**config.mk**
```make
export PLATFORM = sky130hd
export DESIGN_NAME = asramc_ctrl
export DESIGN_NICKNAME = d
export VERILOG_FILES = /design/src/asramc_pkg.sv /design/src/asramc_ctrl.sv /design/src/asramc_timer.sv
export VERILOG_INCLUDE_DIRS = /design/src
export SDC_FILE = /design/constraint.sdc
export NUM_CORES = 1
export LEC_CHECK = 0
export ABC_CLOCK_PERIOD_IN_PS = 3100
export BUFFER_PORTS_ARGS = -buffer_cell sky130_fd_sc_hd__clkbuf_2
export CAP_MARGIN = 0
export CELL_PAD_IN_SITES_DETAIL_PLACEMENT = 0
export CELL_PAD_IN_SITES_GLOBAL_PLACEMENT = 2
export CORE_ASPECT_RATIO = 1.25
export CORE_UTILIZATION = 31
export CTS_CLUSTER_SIZE = 28
export DETAILED_ROUTE_END_ITERATION = 6
export PLACE_DENSITY_LB_ADDON = 0.15
export SLEW_MARGIN = 5
export SYNTH_ARGS = -nofsm -noshare
export SYNTH_HDL_FRONTEND = slang
export SYNTH_SLANG_ARGS = --single-unit
```
**constraint.sdc**
```tcl
create_clock -name clock -period 3.1 [get_ports clock]
set_input_delay 0.31 -clock clock [delete_from_list [all_inputs] [get_ports clock]]
set_output_delay 0.31 -clock clock [all_outputs]
set_load 0.005 [all_outputs]
```
**src/asramc_params.svh**
```systemverilog
/*
  Constants for the asynchronous SRAM host controller: pin-cycle timing counts,
  data and address widths, timer count width.
  Assumes it is included by bare name from the controller files.
*/
`ifndef ASRAMC_PARAMS_SVH
`define ASRAMC_PARAMS_SVH

`define ASRAMC_ADDR_W      19
`define ASRAMC_DATA_W      16
`define ASRAMC_BYTE_W      8
`define ASRAMC_CLK_PERIOD_NS 10
`define ASRAMC_ACCESS_NS   45
`define ASRAMC_ACCESS_CYC  ((`ASRAMC_ACCESS_NS + `ASRAMC_CLK_PERIOD_NS - 1) / `ASRAMC_CLK_PERIOD_NS)
`define ASRAMC_CNT_W       4

`endif

```
**src/asramc_pkg.sv**
```systemverilog
/*
  Types for the asynchronous SRAM host controller.
  Assumes asramc_params.svh is on the include path.
*/
`include "asramc_params.svh"

package asramc_pkg;

  typedef enum logic [1:0] {
    ASRAMC_IDLE,
    ASRAMC_SETUP,
    ASRAMC_STROBE,
    ASRAMC_DONE
  } asramc_state_type;

  typedef logic [`ASRAMC_CNT_W-1:0] asramc_count_type;

endpackage : asramc_pkg

```
**src/asramc_ctrl.sv**
```systemverilog
/*
  Host-side controller for a 512K x 16 asynchronous static RAM (optionally
  strapped as 1M x 8). Takes one request at a time from a user port and
  plays it out on the memory pins with a fixed strobe length.
  Assumes the memory pins are wired directly, data bus resolved by the
  testbench from data_oe, and user inputs synchronous to clock.
*/
// Behaviour
// - A write is chip selects active and write strobe low, lanes chosen by the low-active lane selects.
// - A read is chip selects active, output gate low, write strobe high, low byte on lines 0 to 7.
// - The board holds the width select high for word-wide 512K x 16 operation.
// - With width select low the memory is 1M x 8 with an extra address bit and lanes unused.
`timescale 1ns/100ps
`include "asramc_params.svh"

module asramc_ctrl (
  // clock and reset
  input  wire logic                       clock,
  input  wire logic                       rstn,
  // user request
  input  wire logic                       req_valid,
  output logic                            req_ready,
  input  wire logic                       req_write,
  input  wire logic [`ASRAMC_ADDR_W:0]    req_addr,
  input  wire logic [`ASRAMC_DATA_W-1:0]  req_wdata,
  input  wire logic [1:0]                 req_lane,
  input  wire logic                       byte_mode,
  // user answer
  output logic                            rsp_valid,
  output logic [`ASRAMC_DATA_W-1:0]       rsp_rdata,
  // memory pins
  output logic [`ASRAMC_ADDR_W-1:0]       mem_addr,
  output logic                            extra_address_bit,
  output logic                            chip_select_active_low,
  output logic                            chip_select_active_high,
  output logic                            output_gate_n,
  output logic                            write_strobe_n,
  output logic                            upper_lane_select_n,
  output logic                            lower_lane_select_n,
  output logic                            width_select,
  output logic [`ASRAMC_DATA_W-1:0]       data_out,
  output logic                            data_oe,
  input  wire logic [`ASRAMC_DATA_W-1:0]  data_in
);
  import asramc_pkg::*;

  // ***************************************************************
  // state and captured request
  // ***************************************************************
  asramc_state_type                state;
  asramc_state_type                next_state;
  logic                            is_write;
  logic                            is_byte;
  logic [1:0]                      lane;

  wire logic take       = (state == ASRAMC_IDLE) && req_valid;
  wire logic timer_done;
  wire logic enter_strb = (state == ASRAMC_SETUP);
  wire logic finish     = (state == ASRAMC_STROBE) && timer_done;

  always_comb begin
    next_state = state;
    case (state)
      ASRAMC_IDLE:   if (req_valid) next_state = ASRAMC_SETUP;
      ASRAMC_SETUP:  next_state = ASRAMC_STROBE;
      ASRAMC_STROBE: if (timer_done) next_state = ASRAMC_DONE;
      ASRAMC_DONE:   next_state = ASRAMC_IDLE;
      default:       next_state = ASRAMC_IDLE;
    endcase
  end

  always_ff @(posedge clock or negedge rstn) begin
    if (!rstn) begin
      state <= ASRAMC_IDLE;
    end else begin
      state <= next_state;
    end
  end

  // strobe held for the access time rounded up to whole cycles
  asramc_timer u_timer (
    .clock      (clock),
    .rstn       (rstn),
    .load       (enter_strb),
    .load_value (asramc_count_type'(`ASRAMC_ACCESS_CYC - 1)),
    .expired    (timer_done)
  );

  // ***************************************************************
  // address, strap and lane capture
  // ***************************************************************
  // byte mode: lane selects float-unused, so the upper is driven high (inactive) and the lower low
  wire logic [1:0] next_lane = req_lane;

  always_ff @(posedge clock or negedge rstn) begin
    if (!rstn) begin
      mem_addr          <= '0;
      extra_address_bit <= 1'b0;
      is_write          <= 1'b0;
      is_byte           <= 1'b0;
      lane              <= 2'h0;
      data_out          <= '0;
    end else if (take) begin
      mem_addr          <= req_addr[`ASRAMC_ADDR_W-1:0];
      extra_address_bit <= byte_mode ? req_addr[`ASRAMC_ADDR_W] : 1'b0;
      is_write          <= req_write;
      is_byte           <= byte_mode;
      lane              <= next_lane;
      data_out          <= req_wdata;
    end
  end

  // the width strap follows byte_mode only between accesses
  always_ff @(posedge clock or negedge rstn) begin
    if (!rstn) begin
      width_select <= 1'b1;
    end else if (state == ASRAMC_IDLE) begin
      width_select <= !byte_mode;
    end
  end

  // ***************************************************************
  // pin strobes
  // ***************************************************************
  wire logic active    = (state == ASRAMC_SETUP) || (state == ASRAMC_STROBE);
  wire logic strobe    = (state == ASRAMC_STROBE);
  wire logic lane_lo   = active && (is_byte || lane[0]);
  wire logic lane_hi   = active && !is_byte && lane[1];

  // both chip selects move together so a single-select part sees the same
  assign chip_select_active_low  = !active;
  assign chip_select_active_high = active;
  assign write_strobe_n          = !(strobe && is_write);
  assign output_gate_n           = !(active && !is_write);
  assign lower_lane_select_n     = !lane_lo;
  assign upper_lane_select_n     = !lane_hi;
  // drive the bus only while writing; memory floats then, never a clash
  assign data_oe                 = active && is_write;

  // ***************************************************************
  // read capture and answer
  // ***************************************************************
  // the address is held steady throughout, so the memory may idle its
  // internals without the host noticing
  always_ff @(posedge clock or negedge rstn) begin
    if (!rstn) begin
      rsp_rdata <= '0;
      rsp_valid <= 1'b0;
    end else begin
      rsp_valid <= finish;
      if (finish && !is_write) begin
        rsp_rdata[`ASRAMC_BYTE_W-1:0] <= lane_lo ? data_in[`ASRAMC_BYTE_W-1:0] : '0;
        rsp_rdata[`ASRAMC_DATA_W-1:`ASRAMC_BYTE_W] <=
          lane_hi ? data_in[`ASRAMC_DATA_W-1:`ASRAMC_BYTE_W] : '0;
      end
    end
  end

  assign req_ready = (state == ASRAMC_IDLE);

  // ***************************************************************
  // checks
  // ***************************************************************
  chk_write_no_read: assert property (@(posedge clock) disable iff (!rstn)
    !write_strobe_n |-> output_gate_n && data_oe)
    else $error("write strobe with output gate low or bus undriven");

  chk_idle_deselect: assert property (@(posedge clock) disable iff (!rstn)
    state == ASRAMC_IDLE |-> chip_select_active_low && !chip_select_active_high && !data_oe)
    else $error("chip selected while idle");

  chk_read_gate: assert property (@(posedge clock) disable iff (!rstn)
    take && !req_write |=> !output_gate_n && write_strobe_n && !chip_select_active_low)
    else $error("read cycle pins wrong");

  chk_strobe_len: assert property (@(posedge clock) disable iff (!rstn)
    $rose(strobe) |-> strobe [*5] ##1 !strobe)
    else $error("strobe length not access time");

  chk_answer_time: assert property (@(posedge clock) disable iff (!rstn)
    take |-> ##7 rsp_valid)
    else $error("answer not seven cycles after request");

  chk_byte_lanes: assert property (@(posedge clock) disable iff (!rstn)
    is_byte && active |-> upper_lane_select_n && !lower_lane_select_n)
    else $error("lane selects wrong in byte mode");

  chk_word_strap: assert property (@(posedge clock) disable iff (!rstn)
    active && !is_byte |-> width_select && !extra_address_bit)
    else $error("word mode strap or extra bit wrong");

  chk_addr_stable: assert property (@(posedge clock) disable iff (!rstn)
    active && $past(active) |-> $stable(mem_addr))
    else $error("address moved during access");

  chk_high_lane: assert property (@(posedge clock) disable iff (!rstn)
    take && !byte_mode && req_lane[1] |=> !upper_lane_select_n)
    else $error("upper lane not selected");

  // one access at a time: busy from setup through done, then free again
  chk_ready_busy: assert property (@(posedge clock) disable iff (!rstn)
    take |=> !req_ready [*7] ##1 req_ready)
    else $error("ready not low for the whole access");

  chk_data_hold: assert property (@(posedge clock) disable iff (!rstn)
    data_oe && $past(data_oe) |-> $stable(data_out))
    else $error("write data moved while driven");

  chk_gate_float: assert property (@(posedge clock) disable iff (!rstn)
    !output_gate_n |-> !data_oe && write_strobe_n)
    else $error("bus driven while memory output gated on");

  chk_lanes_idle: assert property (@(posedge clock) disable iff (!rstn)
    !active |-> upper_lane_select_n && lower_lane_select_n && output_gate_n && write_strobe_n)
    else $error("strobe or lane active between accesses");

  chk_byte_strap: assert property (@(posedge clock) disable iff (!rstn)
    active && is_byte |-> !width_select)
    else $error("byte mode access with word strap");

endmodule : asramc_ctrl

```
**src/asramc_timer.sv**
```systemverilog
/*
  Cycle counter for the controller's strobe phase: loads a count and pulses
  expired when it reaches zero.
  Assumes one clock, active-low asynchronous reset.
*/
`timescale 1ns/100ps

module asramc_timer (
  // clock and reset
  input  wire logic                  clock,
  input  wire logic                  rstn,
  // control
  input  wire logic                  load,
  input  wire asramc_pkg::asramc_count_type load_value,
  // status
  output logic                       expired
);
  import asramc_pkg::*;

  asramc_count_type count;
  logic             running;

  wire logic at_end = running && (count == '0);

  always_ff @(posedge clock or negedge rstn) begin
    if (!rstn) begin
      count   <= '0;
      running <= 1'b0;
    end else if (load) begin
      count   <= load_value;
      running <= 1'b1;
    end else if (at_end) begin
      running <= 1'b0;
    end else if (running) begin
      count   <= count - 1'b1;
    end
  end

  assign expired = at_end;

endmodule : asramc_timer
```
# Word level (Yosys, flattened, before mapping)
# Index checks and enable logic that the tools add are counted.
# word_totals
out_inout_bits,62
wordCells,56
inputBits,59
ff_bits,65
# op_classes
n_eq_ne,6
n_reduce_logical,26
add_sub_neg,1
n_mux,11
# ops
op,count
$mux 8,2
$mux 4,3
$logic_and 1x1->1,10
$logic_not 1->1,8
$pmux 2 s4,1
$eq 2x2->1 const B,2
$logic_not 4->1,1
$mux 2,2
$ne 2x2->1 const B,2
$reduce_and 2->1,2
$reduce_bool 2->1,2
$sub 4x1->4 const B,1
$mux 1,3
$eq 2x1->1 const B,1
$logic_not 2->1,1
$logic_or 1x1->1,2
$ne 2x1->1 const B,1

# Longest topological paths before layout
# depth
word_depth,5
ltp_mapped,7

# Modules after synthesis
# A second synthesis with hierarchy kept.
# hier_totals
hier_cells,184
hier_area_um2,2631.3
# by_module_without_submodules
mod,instances,area_per_inst_um2,cells_each,seq_area_each_um2
asramc_ctrl,1,2333.5,151,1502.7
asramc_timer,1,297.8,33,125.1

# Least setup slack after synthesis
# OpenSTA, ideal clock, no wires.
# synth_timing
path_type,reg2reg
from,register u_timer.count[0]
to,register rsp_rdata[0]
setup_slack_ns,1.518
t_arrival_ns,1.459
t_required_ns,2.977
n_path_buf,2
stages_incl_launch_ff,8
setup_ns,0.123
period_less_slack_ns,1.582
cell_sequence,dfrtp_1 -> inv_1 -> ha_1 -> nand2b_4 -> or3_1 -> buf_6 -> buf_12 -> mux2i_1
# synth_between
elab_chain_cells,4
# synth_lines
item,line,text
start: declaration,asramc_timer.sv:20,asramc_count_type count;
start signal: assignment,asramc_timer.sv:30,count <= load_value;
start signal: assignment,asramc_timer.sv:35,count <= count - 1'b1;
$logic_not 4->1,asramc_timer.sv:23,wire logic at_end = running && (count == '0);
$logic_and 1x1->1,asramc_timer.sv:23,
$logic_and 1x1->1,asramc_ctrl.sv:59,wire logic finish = (state == ASRAMC_STROBE) && timer_done;
$logic_and 1x1->1,asramc_ctrl.sv:151,if (finish && !is_write) begin
end signal: indexed assignment,asramc_ctrl.sv:152,rsp_rdata[`ASRAMC_BYTE_W-1:0] <= lane_lo ? data_in[`ASRAMC_BYTE_W-1:0] : '0;
end signal: indexed assignment,asramc_ctrl.sv:153,rsp_rdata[`ASRAMC_DATA_W-1:`ASRAMC_BYTE_W] <=
end: declaration,asramc_ctrl.sv:30,"output logic [`ASRAMC_DATA_W-1:0] rsp_rdata,"
# Every way passes these cells.
# A chain may end at the register's enable or synchronous reset.

# Worst setup path after layout
# layout_timing
from,register state[0]
to,output upper_lane_select_n
# layout_between
elab_chain_cells,5
word_cells_on_any_way,6
cone_classes,eq/ne: 2; reduce/logical: 4
# layout_lines
item,line,text
start: declaration,asramc_ctrl.sv:50,asramc_state_type state;
start signal: assignment,asramc_ctrl.sv:76,state <= next_state;
$eq 2x1->1 / $eq 2x2->1 (equally long branches),asramc_ctrl.sv:125,wire logic active = (state == ASRAMC_SETUP) || (state == ASRAMC_STROBE);
$logic_or 1x1->1 *,asramc_ctrl.sv:125,
$logic_and 1x1->1 * (2 in a row),asramc_ctrl.sv:128,wire logic lane_hi = active && !is_byte && lane[1];
$logic_not 1->1 *,asramc_ctrl.sv:136,assign upper_lane_select_n = !lane_hi;
end: declaration,asramc_ctrl.sv:38,"output logic upper_lane_select_n,"
# Mark *: on every way between the ends. The rest lies on a longest branch, timed or not.

==> flow_summary.yaml <==
run_status:
  outcome: "completed"
global_route:
  grt_antenna_before_repair: 0
  grt_pass1_wl_mm: 9.40
  gr-total-overflow: 0
  grt_max_degree: 42
  grtUsageTotal: 0.135
  first_global_vias: 2018
cells_and_area:
  drive_gt1_frac: 0.538
  area_delta_synth_final_pct: 36.3
  nets: 400
  fillers: 869
  regArea_um2: 1630
  diodes: 0
  multi_input_area_um2: 970
timing:
  hold_violations: 0
  tightest_slew_ps: 963
  max_freq_ghz: 0.465
  finalSetupViolCount: 0
  finClkSkew_ps: 13.1
  period_share: 0.694
  fin_crit_ps: 2150
  fin_setup_tns_ps: 0
  max_slew_margin: 0.358
  rsz0062_at_grt: "no"
  maxSlewViolCount: 0
synth:
  yosys.area.top_type: "dfrtp_1"
  synth_commonest_cells: "64 x dfrtp_1, 41 x mux2_2, 24 x inv_1, 21 x nand2_1, 18 x mux2i_1"
  syn_area_um2: 2740
  ys.flop_type: "dfrtp_1"
  yosysWarnings: 0
  synth_top_area_frac: 0.584
  syn_inst: 209
  seq_area_frac_synth: 0.593
  ys_async_sr_fraction: 1.00
  synth_nets: 274
  synth_cell_types: 29
  synth_most_common_cell: "dfrtp_1"
  synthTopCellsByArea: "dfrtp_1 58%, mux2_2 17%, mux2i_1 6.6%"
  syn_area_per_cell_um2: 13.1
  synth_edf_count: 0
  ys_seq_elements: 65
placement:
  io_buffer_count: 120
  place_congestion: 0.690
  hpwlAfterDp_mm: 4.39
pwr:
  p_leak_nw: 2.15
  finalPower_mw: 1.88
  powerDensity_nw_per_um2: 503
  peakVddDrop_uv: 260
floorplan:
  ios: 121
  dieArea_um2: 9230
  initial_core_util: 0.317
  die_y_um: 107
  die_w_um: 86.2
  core-area_um2: 8650
  rows: 38
detailed_routing:
  dr.pass1.iters: 4
  routed_via_density: 4.28
  vias: 1969
  route.detailed.drc: 0
  drt_iter0_drc: 37
  ant_nets: 0
  wl_mm: 5.82
  wl_per_cell_um: 12.7
setup_path:
  required_ps: 2790
  path_class: "reg -> out"
  cp_common_cell: "inv_1"
  cpMaxStageDelayCell: "ha_1"
  critPathCaptureType: "output pin"
  reg2reg_depth: 4
  arrival_ps: 1840
  crit_fanout: 9
  slowest_delay_ps: 440
  worstPathCellList: "inv_1 > ha_1 > and3b_1 > inv_1 > clkbuf_2"
  startpoint_type: "flop"
worst_hold_path:
  min_path_type: "in -> reg"
  worstHoldPathCells: 3
clock_tree:
  cts_tree: "built"
  clock_latency_ps: 340
  clockBufferDepth: 2
  cts_max_level: 3
  clkSinkCount: 65
  clock-root-buffer: "clkbuf_8"
  post-cts-setup-buffers: 0
  cts_inserted_buffers: 9
  clkTransAtPathRegs_ps: 80
run:
  maxCapViolCount: 0
## critical path, delay by kind of cell, from the launching register on
kind / cells / cell delay [ps]
fa+ha+maj: 1 / 440
buf+inv: 3 / 260
flops: 1 / 390
simple gates: 1 / 410
## routing by layer
| metal | vias to the layer above | global-route usage | routed length (um) |
|---|---|---|---|
| met1 | 937 | 0.165 | 2480 |
| met4 | 0 | 0.0500 | 36 |
| met3 | 4 | 0.0516 | 457 |
| met5 | - | 0 | 0 |
| met2 | 82 | 0.215 | 2850 |
| li1 | 946 | - | - |
## cells in the final DEF (no fill, tap or decap), types with 2 or more instances in the layout
cell / instances
bufinv_16: 4
clkbuf_8: 10
mux2_2: 41
nand2_1: 20
nor2_1: 5
dfrtp_1: 64
a21oi_1: 3
buf_4: 2
ha_1: 6
nor2b_1: 2
mux2i_1: 18
clkbuf_2: 119
inv_1: 24
or3_1: 2
## final timing paths
kind | startpoint | to | slack, ps
setup / recovery | state[0] | upper_lane_select_n | 950
hold / removal | data_in[15] | rsp_rdata[15] | 180
setup reg to reg | state[0] | is_write | 1090
hold reg to reg | width_select | width_select | 490
max in group asynchronous | rstn | is_byte | 1960
min in group asynchronous | rstn | mem_addr[10] | 410
## metrics by stage
step | std cells | hold WS (ps) | util | setup slack, ps | cell area, um2
after floorplan | 209 | 14.4 | - | 1520 | 2740
after global placement | 443 | 233 | 0.399 | 1070 | 3450
after detailed placement | 443 | 233 | 0.399 | 1040 | 3450
after CTS | 460 | 164 | 0.432 | 898 | 3740
after global routing | 460 | 179 | 0.432 | 775 | 3740
final | 460 | 182 | 0.432 | 948 | 3740
## registers in the layout, summed over array words and instances (netlist names)
| signal | flops |
|---|---|
| mem_addr | 19 |
| data_out | 16 |
| rsp_rdata | 16 |
| u_timer.count | 4 |
| lane | 2 |
| state | 2 |
| extra_address_bit | 1 |
| is_byte | 1 |
| is_write | 1 |
| rsp_valid | 1 |
| u_timer.running | 1 |
| width_select | 1 |
## layout make-up
type	instances	area share
Multi-Input combinational cell	112	0.259
Clock inverter	6	0.0368
Sequential cell	65	0.435
Clock buffer	10	0.0368
Timing Repair Buffer	123	0.167
Tap cell	120	0.0402
Inverter	24	0.0241
## where the power goes
group / switching [mW] / total, mW / internal, mW
logic: 0.0270 / 0.0556 / 0.0287
clock network: 0.336 / 0.978 / 0.642
registers: 0 / 0.847 / 0.847
total: 0.362 / 1.88 / 1.52
## cells by family (layout without fill, tap and decap cells)
group / after synthesis / count (layout) / synth area share
adders and majority gates: 6 / 6 / 0.0274
buffers and inverters: 32 / 163 / 0.0543
DFF: 65 / 65 / 0.593
AOI/OAI and AO/OA: 9 / 9 / 0.0223
muxes: 59 / 59 / 0.234
and+or+nand+nor: 38 / 38 / 0.0689
## what timing repair did
| action | 4_1_cts | 5_1_grt |
|---|---|---|
| hold buffers | 1 | 0 |
| endpoints found under the hold margin | 12 | 0 |
| endpoints found under the setup margin | 0 | 0 |
| resized for setup | 0 | 0 |
Power figures use the tool's default switching activity.
